$ cat config.mk
export PLATFORM = sky130hd
export DESIGN_NAME = mcfg_top
export DESIGN_NICKNAME = d
export VERILOG_FILES = /design/src/mcfg_pkg.sv /design/src/mcfg_gap_timer.sv /design/src/mcfg_nibble_tick.sv /design/src/mcfg_top.sv
export SDC_FILE = /design/constraint.sdc
export NUM_CORES = 1
export LEC_CHECK = 0
export BUFFER_PORTS_ARGS = -buffer_cell sky130_fd_sc_hd__clkbuf_2
export CORE_MARGIN = 3
export CORE_UTILIZATION = 35
export CTS_CLUSTER_DIAMETER = 30
export DETAILED_ROUTE_END_ITERATION = 8
export SLEW_MARGIN = 20
export SYNTH_ARGS = -nofsm -noshare
export SYNTH_HDL_FRONTEND = slang
export SYNTH_SLANG_ARGS = --single-unit
$ cat constraint.sdc
create_clock -name clk -period 4 [get_ports clk]
set_input_delay 0.8 -clock clk [delete_from_list [all_inputs] [get_ports clk]]
set_output_delay 0.8 -clock clk [all_outputs]
set_load 0.03 [all_outputs]
$ cat src/mcfg_pkg.sv
package mcfg_pkg;
	// Register word offsets on the Avalon-MM slave (byte addresses)
	localparam logic [4:0] ADDR_GAP = 5'h00;
	localparam logic [4:0] ADDR_MAC3 = 5'h04;
	localparam logic [4:0] ADDR_PHY1 = 5'h08;
	localparam logic [4:0] ADDR_PHY2 = 5'h0c;
	localparam logic [3:0] ADDR_LED = 4'h0;
	localparam logic [3:0] ADDR_LED_B = 4'h0;
	localparam logic [4:0] ADDR_LEDS = 5'h10;
	localparam logic [4:0] ADDR_STAT = 5'h14;
	localparam logic [4:0] ADDR_STRAP = 5'h18;

	// Field positions
	localparam int GAP_W = 7;
	localparam int MAC3_FDX_BIT = 0;
	localparam int PHY1_LOOP_BIT = 14;
	localparam int PHY1_DPX_BIT = 8;
	localparam int PHY2_FORCE_LINK_UP_BIT = 14;
	localparam int PHY2_TXOFF_BIT = 13;
	localparam int PHY2_JABOFF_BIT = 10;
	localparam int PHY2_HDLOFF_BIT = 8;

	// Writable mask of control register 2; reserved bits are kept zero
	localparam logic [15:0] PHY2_WMASK = 16'h6500;
	localparam logic [15:0] PHY1_WMASK = 16'h4100;

	// Reset values
	localparam logic [6:0] GAP_RST = 7'h00;
	localparam logic [15:0] LED_RST = 16'h0000;

	// Gap offsets in nibble times
	localparam logic [7:0] GAP_ADD_FDX = 8'h03;
	localparam logic [7:0] GAP_ADD_HDX = 8'h06;
	localparam logic [6:0] GAP_REC_FDX = 7'h15;
	localparam logic [6:0] GAP_REC_HDX = 7'h12;

	// One nibble time at 10 Mb/s is 400 ns
	localparam int CLK_MHZ = 25;
	localparam int NIBBLE_NS = 400;
	localparam int NIBBLE_CYC = (NIBBLE_NS * CLK_MHZ + 999) / 1000;
endpackage

$ cat src/mcfg_gap_timer.sv
module mcfg_gap_timer
	import mcfg_pkg::*;
(
	// Clock and reset
	input wire logic clk,
	input wire logic rst_n,
	// Nibble time enable
	input wire logic nib_tick,
	// Gap setting
	input wire logic [6:0] gap_field,
	input wire logic full_duplex,
	// Transmit sequencing
	input wire logic tx_end,
	output logic gap_busy,
	output logic [7:0] gap_nibbles
);
	logic [7:0] left_reg;
	logic [7:0] left_next;
	logic [7:0] total;

	always_comb
	begin
		total = {1'b0, gap_field} + (full_duplex ? GAP_ADD_FDX : GAP_ADD_HDX);
		left_next = left_reg;
		if (tx_end)
			left_next = total;
		else if (nib_tick && left_reg != 8'h00)
			left_next = left_reg - 8'h01;
	end

	always_ff @(posedge clk)
	begin
		if (!rst_n)
			left_reg <= 8'h00;
		else
			left_reg <= left_next;
	end

	assign gap_busy = (left_reg != 8'h00);
	assign gap_nibbles = total;
endmodule

$ cat src/mcfg_nibble_tick.sv
module mcfg_nibble_tick
	import mcfg_pkg::*;
#(
	parameter int CYCLES = NIBBLE_CYC
)
(
	// Clock and reset
	input wire logic clk,
	input wire logic rst_n,
	// Tick out
	output logic tick
);
	localparam int CW = $clog2(CYCLES + 1);
	logic [CW-1:0] cnt_reg;
	logic [CW-1:0] cnt_next;
	logic tick_reg;
	logic tick_next;

	// A zero-length nibble would never produce a tick
	if (CYCLES < 1)
	begin : g_bad_cycles
		$error("mcfg_nibble_tick: CYCLES must be at least 1");
	end

	always_comb
	begin
		cnt_next = cnt_reg + 1'b1;
		tick_next = 1'b0;
		if (cnt_reg == CW'(CYCLES - 1))
		begin
			cnt_next = '0;
			tick_next = 1'b1;
		end
	end

	always_ff @(posedge clk)
	begin
		if (!rst_n)
		begin
			cnt_reg <= '0;
			tick_reg <= 1'b0;
		end
		else
		begin
			cnt_reg <= cnt_next;
			tick_reg <= tick_next;
		end
	end

	assign tick = tick_reg;
endmodule

$ cat src/mcfg_top.sv
// Behaviour
// Gap register top bit reads zero
// Back-to-back gap delay in nibble times
// Full duplex gap is field plus three
// Half duplex gap is field plus six
// PHY duplex bit sets duplex, strap-initialised; here full_duplex is set only when the MAC duplex bit is also set
// Host rewrites duplex bit if strap wrong
// Host may copy PHY duplex to MAC
// Host keeps both duplex bits equal
// Host may disable half-duplex loopback
// Loopback disable only when duplex, loopback zero
// LED register drives both LED outputs
// Disable routes transmit to twisted pair only
// Control two bits reset normal, reserved zero
//
// Our own choices: the register offsets and the Avalon-MM slave port.
module mcfg_top
	import mcfg_pkg::*;
(
	// Clock and reset
	input wire logic clk,
	input wire logic rst_n,
	// Avalon-MM slave
	input wire logic [4:0] avs_address,
	input wire logic avs_read,
	input wire logic avs_write,
	input wire logic [31:0] avs_writedata,
	input wire logic [3:0] avs_byteenable,
	output logic [31:0] avs_readdata,
	output logic avs_waitrequest,
	// Duplex strap pin
	input wire logic strap_duplex,
	// Transmit sequencing
	input wire logic tx_end,
	output logic tx_gap_busy,
	// PHY controls
	output logic full_duplex,
	output logic tx_loopback,
	output logic tx_to_pair,
	output logic force_link_up,
	output logic twisted_pair_tx_disable,
	output logic correction_disable_a,
	// LEDs
	output logic led_output_first,
	output logic led_output_second
);
	logic strap_s1_reg;
	logic strap_s2_reg;
	logic [1:0] strap_cnt_reg;
	logic [1:0] strap_cnt_next;
	logic wait_reg;
	logic [6:0] gap_reg;
	logic [6:0] gap_next;
	logic mac_fdx_reg;
	logic mac_fdx_next;
	logic [15:0] phy1_reg;
	logic [15:0] phy1_next;
	logic [15:0] phy2_reg;
	logic [15:0] phy2_next;
	logic [15:0] led_reg;
	logic [15:0] led_next;
	logic [31:0] rdata_reg;
	logic [31:0] rdata_next;
	logic ack_reg;
	logic ack_next;
	logic [7:0] out_reg;
	logic [7:0] out_next;
	logic [31:0] wmask;
	logic [31:0] wval;
	logic nib_tick;
	logic gap_busy;
	logic [7:0] gap_nibbles;
	logic hd_loop_off;

	// Strap crosses in from a pin
	always_ff @(posedge clk)
	begin
		if (!rst_n)
		begin
			strap_s1_reg <= 1'b0;
			strap_s2_reg <= 1'b0;
		end
		else
		begin
			strap_s1_reg <= strap_duplex;
			strap_s2_reg <= strap_s1_reg;
		end
	end

	mcfg_nibble_tick #(
		.CYCLES(NIBBLE_CYC)
	) u_tick (
		.clk(clk),
		.rst_n(rst_n),
		.tick(nib_tick)
	);

	mcfg_gap_timer u_gap (
		.clk(clk),
		.rst_n(rst_n),
		.nib_tick(nib_tick),
		.gap_field(gap_reg),
		.full_duplex(mac_fdx_reg),
		.tx_end(tx_end),
		.gap_busy(gap_busy),
		.gap_nibbles(gap_nibbles)
	);

	// Byte-enable mask and merged write data
	always_comb
	begin
		wmask = {{8{avs_byteenable[3]}}, {8{avs_byteenable[2]}},
			{8{avs_byteenable[1]}}, {8{avs_byteenable[0]}}};
		wval = avs_writedata & wmask;
	end

	always_comb
	begin
		gap_next = gap_reg;
		mac_fdx_next = mac_fdx_reg;
		phy1_next = phy1_reg;
		phy2_next = phy2_reg;
		led_next = led_reg;
		strap_cnt_next = strap_cnt_reg;
		rdata_next = rdata_reg;
		ack_next = 1'b0;
		// Strap loads the duplex bit on each of the first three cycles out of reset
		// Three loads, so the last one sees the pin through both stages
		if (strap_cnt_reg != 2'h3)
		begin
			strap_cnt_next = strap_cnt_reg + 2'h1;
			phy1_next[PHY1_DPX_BIT] = strap_s2_reg;
		end
		if ((avs_read || avs_write) && !ack_reg)
		begin
			ack_next = 1'b1;
			rdata_next = 32'h0000_0000;
			if (avs_write)
			begin
				case (avs_address)
					ADDR_GAP:
					begin
						if (avs_byteenable[0])
							gap_next = wval[6:0];
					end
					ADDR_MAC3:
					begin
						if (avs_byteenable[0])
							mac_fdx_next = wval[MAC3_FDX_BIT];
					end
					ADDR_PHY1:
					begin
						// Host write overrides a missing strap
						phy1_next = (phy1_reg & ~(PHY1_WMASK & wmask[15:0]))
							| (wval[15:0] & PHY1_WMASK);
					end
					ADDR_PHY2:
					begin
						phy2_next = (phy2_reg & ~(PHY2_WMASK & wmask[15:0]))
							| (wval[15:0] & PHY2_WMASK);
					end
					ADDR_LEDS:
					begin
						led_next = (led_reg & ~wmask[15:0])
							| wval[15:0];
					end
					default:
					begin
						gap_next = gap_reg;
					end
				endcase
			end
			else
			begin
				case (avs_address)
					ADDR_GAP:
						rdata_next = {25'h0, gap_reg};
					ADDR_MAC3:
						rdata_next = {31'h0, mac_fdx_reg};
					ADDR_PHY1:
						rdata_next = {16'h0, phy1_reg};
					ADDR_PHY2:
						rdata_next = {16'h0, phy2_reg};
					ADDR_LEDS:
						rdata_next = {16'h0, led_reg};
					ADDR_STAT:
						rdata_next = {22'h0, gap_busy,
							(phy1_reg[PHY1_DPX_BIT] == mac_fdx_reg), gap_nibbles};
					ADDR_STRAP:
						rdata_next = {31'h0, strap_s2_reg};
					default:
						rdata_next = 32'h0000_0000;
				endcase
			end
		end
	end

	always_ff @(posedge clk)
	begin
		if (!rst_n)
		begin
			gap_reg <= GAP_RST;
			mac_fdx_reg <= 1'b0;
			phy1_reg <= 16'h0000;
			phy2_reg <= 16'h0000;
			led_reg <= LED_RST;
			strap_cnt_reg <= 2'h0;
			rdata_reg <= 32'h0000_0000;
			ack_reg <= 1'b0;
			wait_reg <= 1'b1;
		end
		else
		begin
			gap_reg <= gap_next;
			mac_fdx_reg <= mac_fdx_next;
			phy1_reg <= phy1_next;
			phy2_reg <= phy2_next;
			led_reg <= led_next;
			strap_cnt_reg <= strap_cnt_next;
			rdata_reg <= rdata_next;
			ack_reg <= ack_next;
			wait_reg <= !ack_next;
		end
	end

	// Duplex and loopback routing
	always_comb
	begin
		hd_loop_off = phy2_reg[PHY2_HDLOFF_BIT]
			&& !phy1_reg[PHY1_DPX_BIT]
			&& !phy1_reg[PHY1_LOOP_BIT];
		out_next[0] = phy1_reg[PHY1_DPX_BIT] & mac_fdx_reg;
		// Half duplex loops back unless disabled; internal loopback always does
		out_next[1] = phy1_reg[PHY1_LOOP_BIT]
			|| (!phy1_reg[PHY1_DPX_BIT] && !hd_loop_off);
		out_next[2] = !phy1_reg[PHY1_LOOP_BIT]
			&& !phy2_reg[PHY2_TXOFF_BIT];
		out_next[3] = phy2_reg[PHY2_FORCE_LINK_UP_BIT];
		out_next[4] = phy2_reg[PHY2_TXOFF_BIT];
		out_next[5] = phy2_reg[PHY2_JABOFF_BIT];
		out_next[6] = led_reg[0];
		out_next[7] = led_reg[1];
	end

	always_ff @(posedge clk)
	begin
		if (!rst_n)
			out_reg <= 8'h00;
		else
			out_reg <= out_next;
	end

	logic busy_reg;
	always_ff @(posedge clk)
	begin
		if (!rst_n)
			busy_reg <= 1'b0;
		else
			busy_reg <= gap_busy;
	end

	assign avs_readdata = rdata_reg;
	assign avs_waitrequest = wait_reg;
	assign tx_gap_busy = busy_reg;
	assign full_duplex = out_reg[0];
	assign tx_loopback = out_reg[1];
	assign tx_to_pair = out_reg[2];
	assign force_link_up = out_reg[3];
	assign twisted_pair_tx_disable = out_reg[4];
	assign correction_disable_a = out_reg[5];
	assign led_output_first = out_reg[6];
	assign led_output_second = out_reg[7];
endmodule

==> results.py <==
metrics = {
    "clock_network": {
        "cts_htree_levels": 3,
        "cts-hold-fix-buffers": 0,
        "cts_max_path_buffers": 2,
        "post_cts_buffers": 0,
        "library_cell_used_as_clock_root_buffer": "sky130_fd_sc_hd__clkbuf_8",
        "tritoncts": "done",
        "post_cts.resized_instances": 0,
        "clk-insertion-delay-late_ns": 0.35,
        "cts.sink_count": 74,
        "clk_pin_slew_ns": 0.08,
        "tritoncts.num_buffers": 9,
    },
    "finish": {
        "layout_cell_share_with_drive_strength_beyond_1_pct": 18.5,
        "antennaDiodeCount": 0,
        "finish.utilization_pct": 41.8,
        "most-common-layout-cells": "74 x sky130_fd_sc_hd__dfxtp_1, 54 x sky130_fd_sc_hd__clkbuf_2, 43 x sky130_fd_sc_hd__a21oi_1",
        "postLayoutCellArea_um2": 4130,
        "area_delta_synth_final_pct": 14.7,
        "layout.nets": 516,
        "mostFrequentLayoutCell": "sky130_fd_sc_hd__dfxtp_1",
    },
    "grt": {
        "antenna_found_initial": 0,
        "first_pass_grt_wire_length_mm": 14.2,
        "grt.overflow.total": 0,
        "number_of_global_route_vias_before_repair": 2885,
        "grt_max_degree": 27,
        "overall_global_routing_usage_pct": 15.6,
    },
    "yosys": {
        "number_of_synthesized_flops_with_an_enable_pin": 0,
        "cell_type_with_the_highest_aggregate_area_in_the_netlist": "sky130_fd_sc_hd__dfxtp_1",
        "post-synth-top-area-fraction_pct": 41.2,
        "yosysSeqAreaShare_pct": 41.2,
        "synth_area_um2": 3600,
        "synth-seq-cells": 74,
        "postSynth.topFlopCell": "sky130_fd_sc_hd__dfxtp_1",
        "post_synth_main_area_contributors": "sky130_fd_sc_hd__dfxtp_1 41%, sky130_fd_sc_hd__a21oi_1 6.0%, sky130_fd_sc_hd__mux2i_1 4.5%, sky130_fd_sc_hd__nand3_1 4.5%, sky130_fd_sc_hd__nand2_1 3.8%",
        "synth_cell_types": 53,
        "synth-async-reset-ratio_pct": 0,
        "synth_area_per_cell_um2": 8.69,
        "syn_inst": 414,
        "synthesis_warning_total": 0,
    },
    "die": {
        "chipWidth_um": 107,
        "placeableCoreArea_um2": 9860,
        "initial_utilization_pct": 36.5,
        "io_pins": 89,
        "placementRows": 36,
        "die_y_um": 107,
        "design.die.area_um2": 11500,
    },
    "sta": {
        "worstMarginPinSlew_ns": 0.746,
        "fraction_of_the_cycle_the_final_worst_path_needs_pct": 59.5,
        "finalSetupViolCount": 0,
        "max_clock_freq_mhz": 420,
        "worst_clock_skew_ns": 0.0106,
        "totalNegativeSetupSlack_ns": 0,
        "rsz_0062_raised_after_global_routing": "no",
        "report.final.hold_viol_count": 0,
        "timing.final.crit_period_ns": 2.38,
        "whs_ns": 0.444,
        "worst_slew_margin_rel_pct": 50.3,
        "setup_slack_ns": 1.62,
        "timing_max_transition_violations_final": 0,
    },
    "routing": {
        "via_per_inst": 5.08,
        "routedWlPerCell_um": 14.7,
        "detail_route.iter0.violations": 114,
        "num_vias": 3039,
        "drt_first_pass_iters": 4,
        "route.final.wire_length_mm": 8.79,
        "postRouteAntennaNets": 0,
        "post-route-drc-count": 0,
    },
    "setup_path": {
        "critPathCaptureType": "flop",
        "worst_ep_arrival_time_ns": 2.67,
        "slowest_stage": "sky130_fd_sc_hd__and2_1",
        "timing.critical_path.buf_inv": 2,
        "ff_to_ff_setup_slack_ns": 1.99,
        "crit_path_start_kind": "primary input",
        "crit_path_max_fanout": 15,
        "worstPathRequired_ns": 4.29,
        "timing.setup.critical_path_class": "in -> reg",
        "crit_path_max_incr_delay_ns": 0.55,
        "regToRegStartpoint": "ack_reg",
        "worst_path_dominant_cell_family": "simple AND/OR/NAND/NOR gates",
        "reg2reg_depth": 4,
        "cp_cell_sequence": "clkbuf_2 -> nor4_2 -> and2_1 -> buf_4 -> a221o_1 -> o221a_1",
    },
    "outcome": {
        "status": "completed",
    },
    "hold_path": {
        "timing.hold.worst.start": "strap_s1_reg",
        "worst_hold_endpoint": "strap_s2_reg",
        "min-delay-path-class": "reg -> reg",
        "timing.hold.worst_path_depth": 1,
    },
    "placed_design": {
        "gp_routability_congestion": 0.815,
        "pre_cts_slack_ns": 1.26,
        "place_area_um2": 3880,
        "numPortBuffers": 54,
        "detailed_place_hpwl_mm": 6.26,
    },
    "pwr": {
        "intPower_uw": 1220,
        "power.share.sequential_pct": 47.6,
        "switching_share_pct": 24.6,
        "power.density_nw_per_um2": 391,
        "static_leakage_uw": 0.00166,
        "clock_power_share_pct": 43.2,
        "power.ir.vdd_worst_mv": 0.199,
        "combinationalPowerShare_pct": 9.2,
        "switchingPower_uw": 396,
    },
    "flow_run": {
        "drv.max_cap_violation_count": 0,
    },
}
[synth_stat cells, types with 5 or more instances]
library cell	number
sky130_fd_sc_hd__buf_2	5
sky130_fd_sc_hd__clkbuf_1	11
sky130_fd_sc_hd__dfxtp_1	74
sky130_fd_sc_hd__nor2_1	35
sky130_fd_sc_hd__nand2_1	36
sky130_fd_sc_hd__nor3_1	10
sky130_fd_sc_hd__and2_1	17
sky130_fd_sc_hd__ha_1	9
sky130_fd_sc_hd__buf_4	17
sky130_fd_sc_hd__a21oi_1	43
sky130_fd_sc_hd__inv_1	13
sky130_fd_sc_hd__nand3_1	32
sky130_fd_sc_hd__o21ai_0	16
sky130_fd_sc_hd__mux2i_1	16
[worst register-to-register path: cells and delay by family, from the launching register on]
family	cells	cell delay (ns)
AND/OR/NAND/NOR	3	1.44
flip-flops	1	0.36
AO/OA/AOI/OAI	1	0.08
[area by class of cell]
| type | instances | area [um^2] |
|---|---|---|
| Fill cell | 996 | 5740 |
| Clock inverter | 7 | 116 |
| Timing Repair Buffer | 58 | 300 |
| Sequential cell | 74 | 1480 |
| Multi-Input combinational cell | 304 | 1890 |
| Inverter | 13 | 48.8 |
| Clock buffer | 9 | 124 |
| Tap cell | 133 | 166 |
[worst max-delay path by stage]
stage	endpoint	slack [ns]	cells past startpoint	start
finish	avs_readdata[3]	1.62	6	avs_address[2]
global route	avs_readdata[3]	1.54	6	avs_address[2]
CTS	avs_readdata[3]	1.62	6	avs_address[2]
detailed placement	avs_readdata[3]	1.26	6	avs_address[2]
global placement	avs_readdata[3]	1.26	6	avs_address[2]
floorplan	flop	2.01	5	avs_address[3]
[cell families after synthesis]
logic type / Yosys count / share of synthesized area (%)
multiplexers: 18 / 5.08
XOR/XNOR: 5 / 1.22
AO/OA/AOI/OAI: 93 / 16.6
other: 1 / 0.104
buffers and inverters: 51 / 7.90
AND/OR/NAND/NOR: 163 / 24.8
adder cells (fa/ha/maj): 9 / 3.13
flip-flops: 74 / 41.2
[power by group through the flow]
stage	combinational (uW)	clock (uW)	sequential [uW]
final	149	696	767
after CTS	150	710	767
after global placement	148	0	783
after global routing	166	737	770
after detailed placement	149	0	785
after floorplan	113	0	788
[metrics by stage]
step | instances | total power (uW)
floorplan | 429 | 901
global placement | 582 | 931
detailed placement | 582 | 934
CTS | 598 | 1630
global route | 598 | 1670
finish | 598 | 1610
[metal layers]
layer | wire [um] | up-vias | global-route usage, %
met4 | 159 | 0 | 6.22
met3 | 415 | 14 | 3.18
li1 | - | 1516 | -
met2 | 4330 | 73 | 26.8
met1 | 3880 | 1436 | 19.0
met5 | 0 | - | 0
Note: power is estimated with default switching activity, not from simulation.
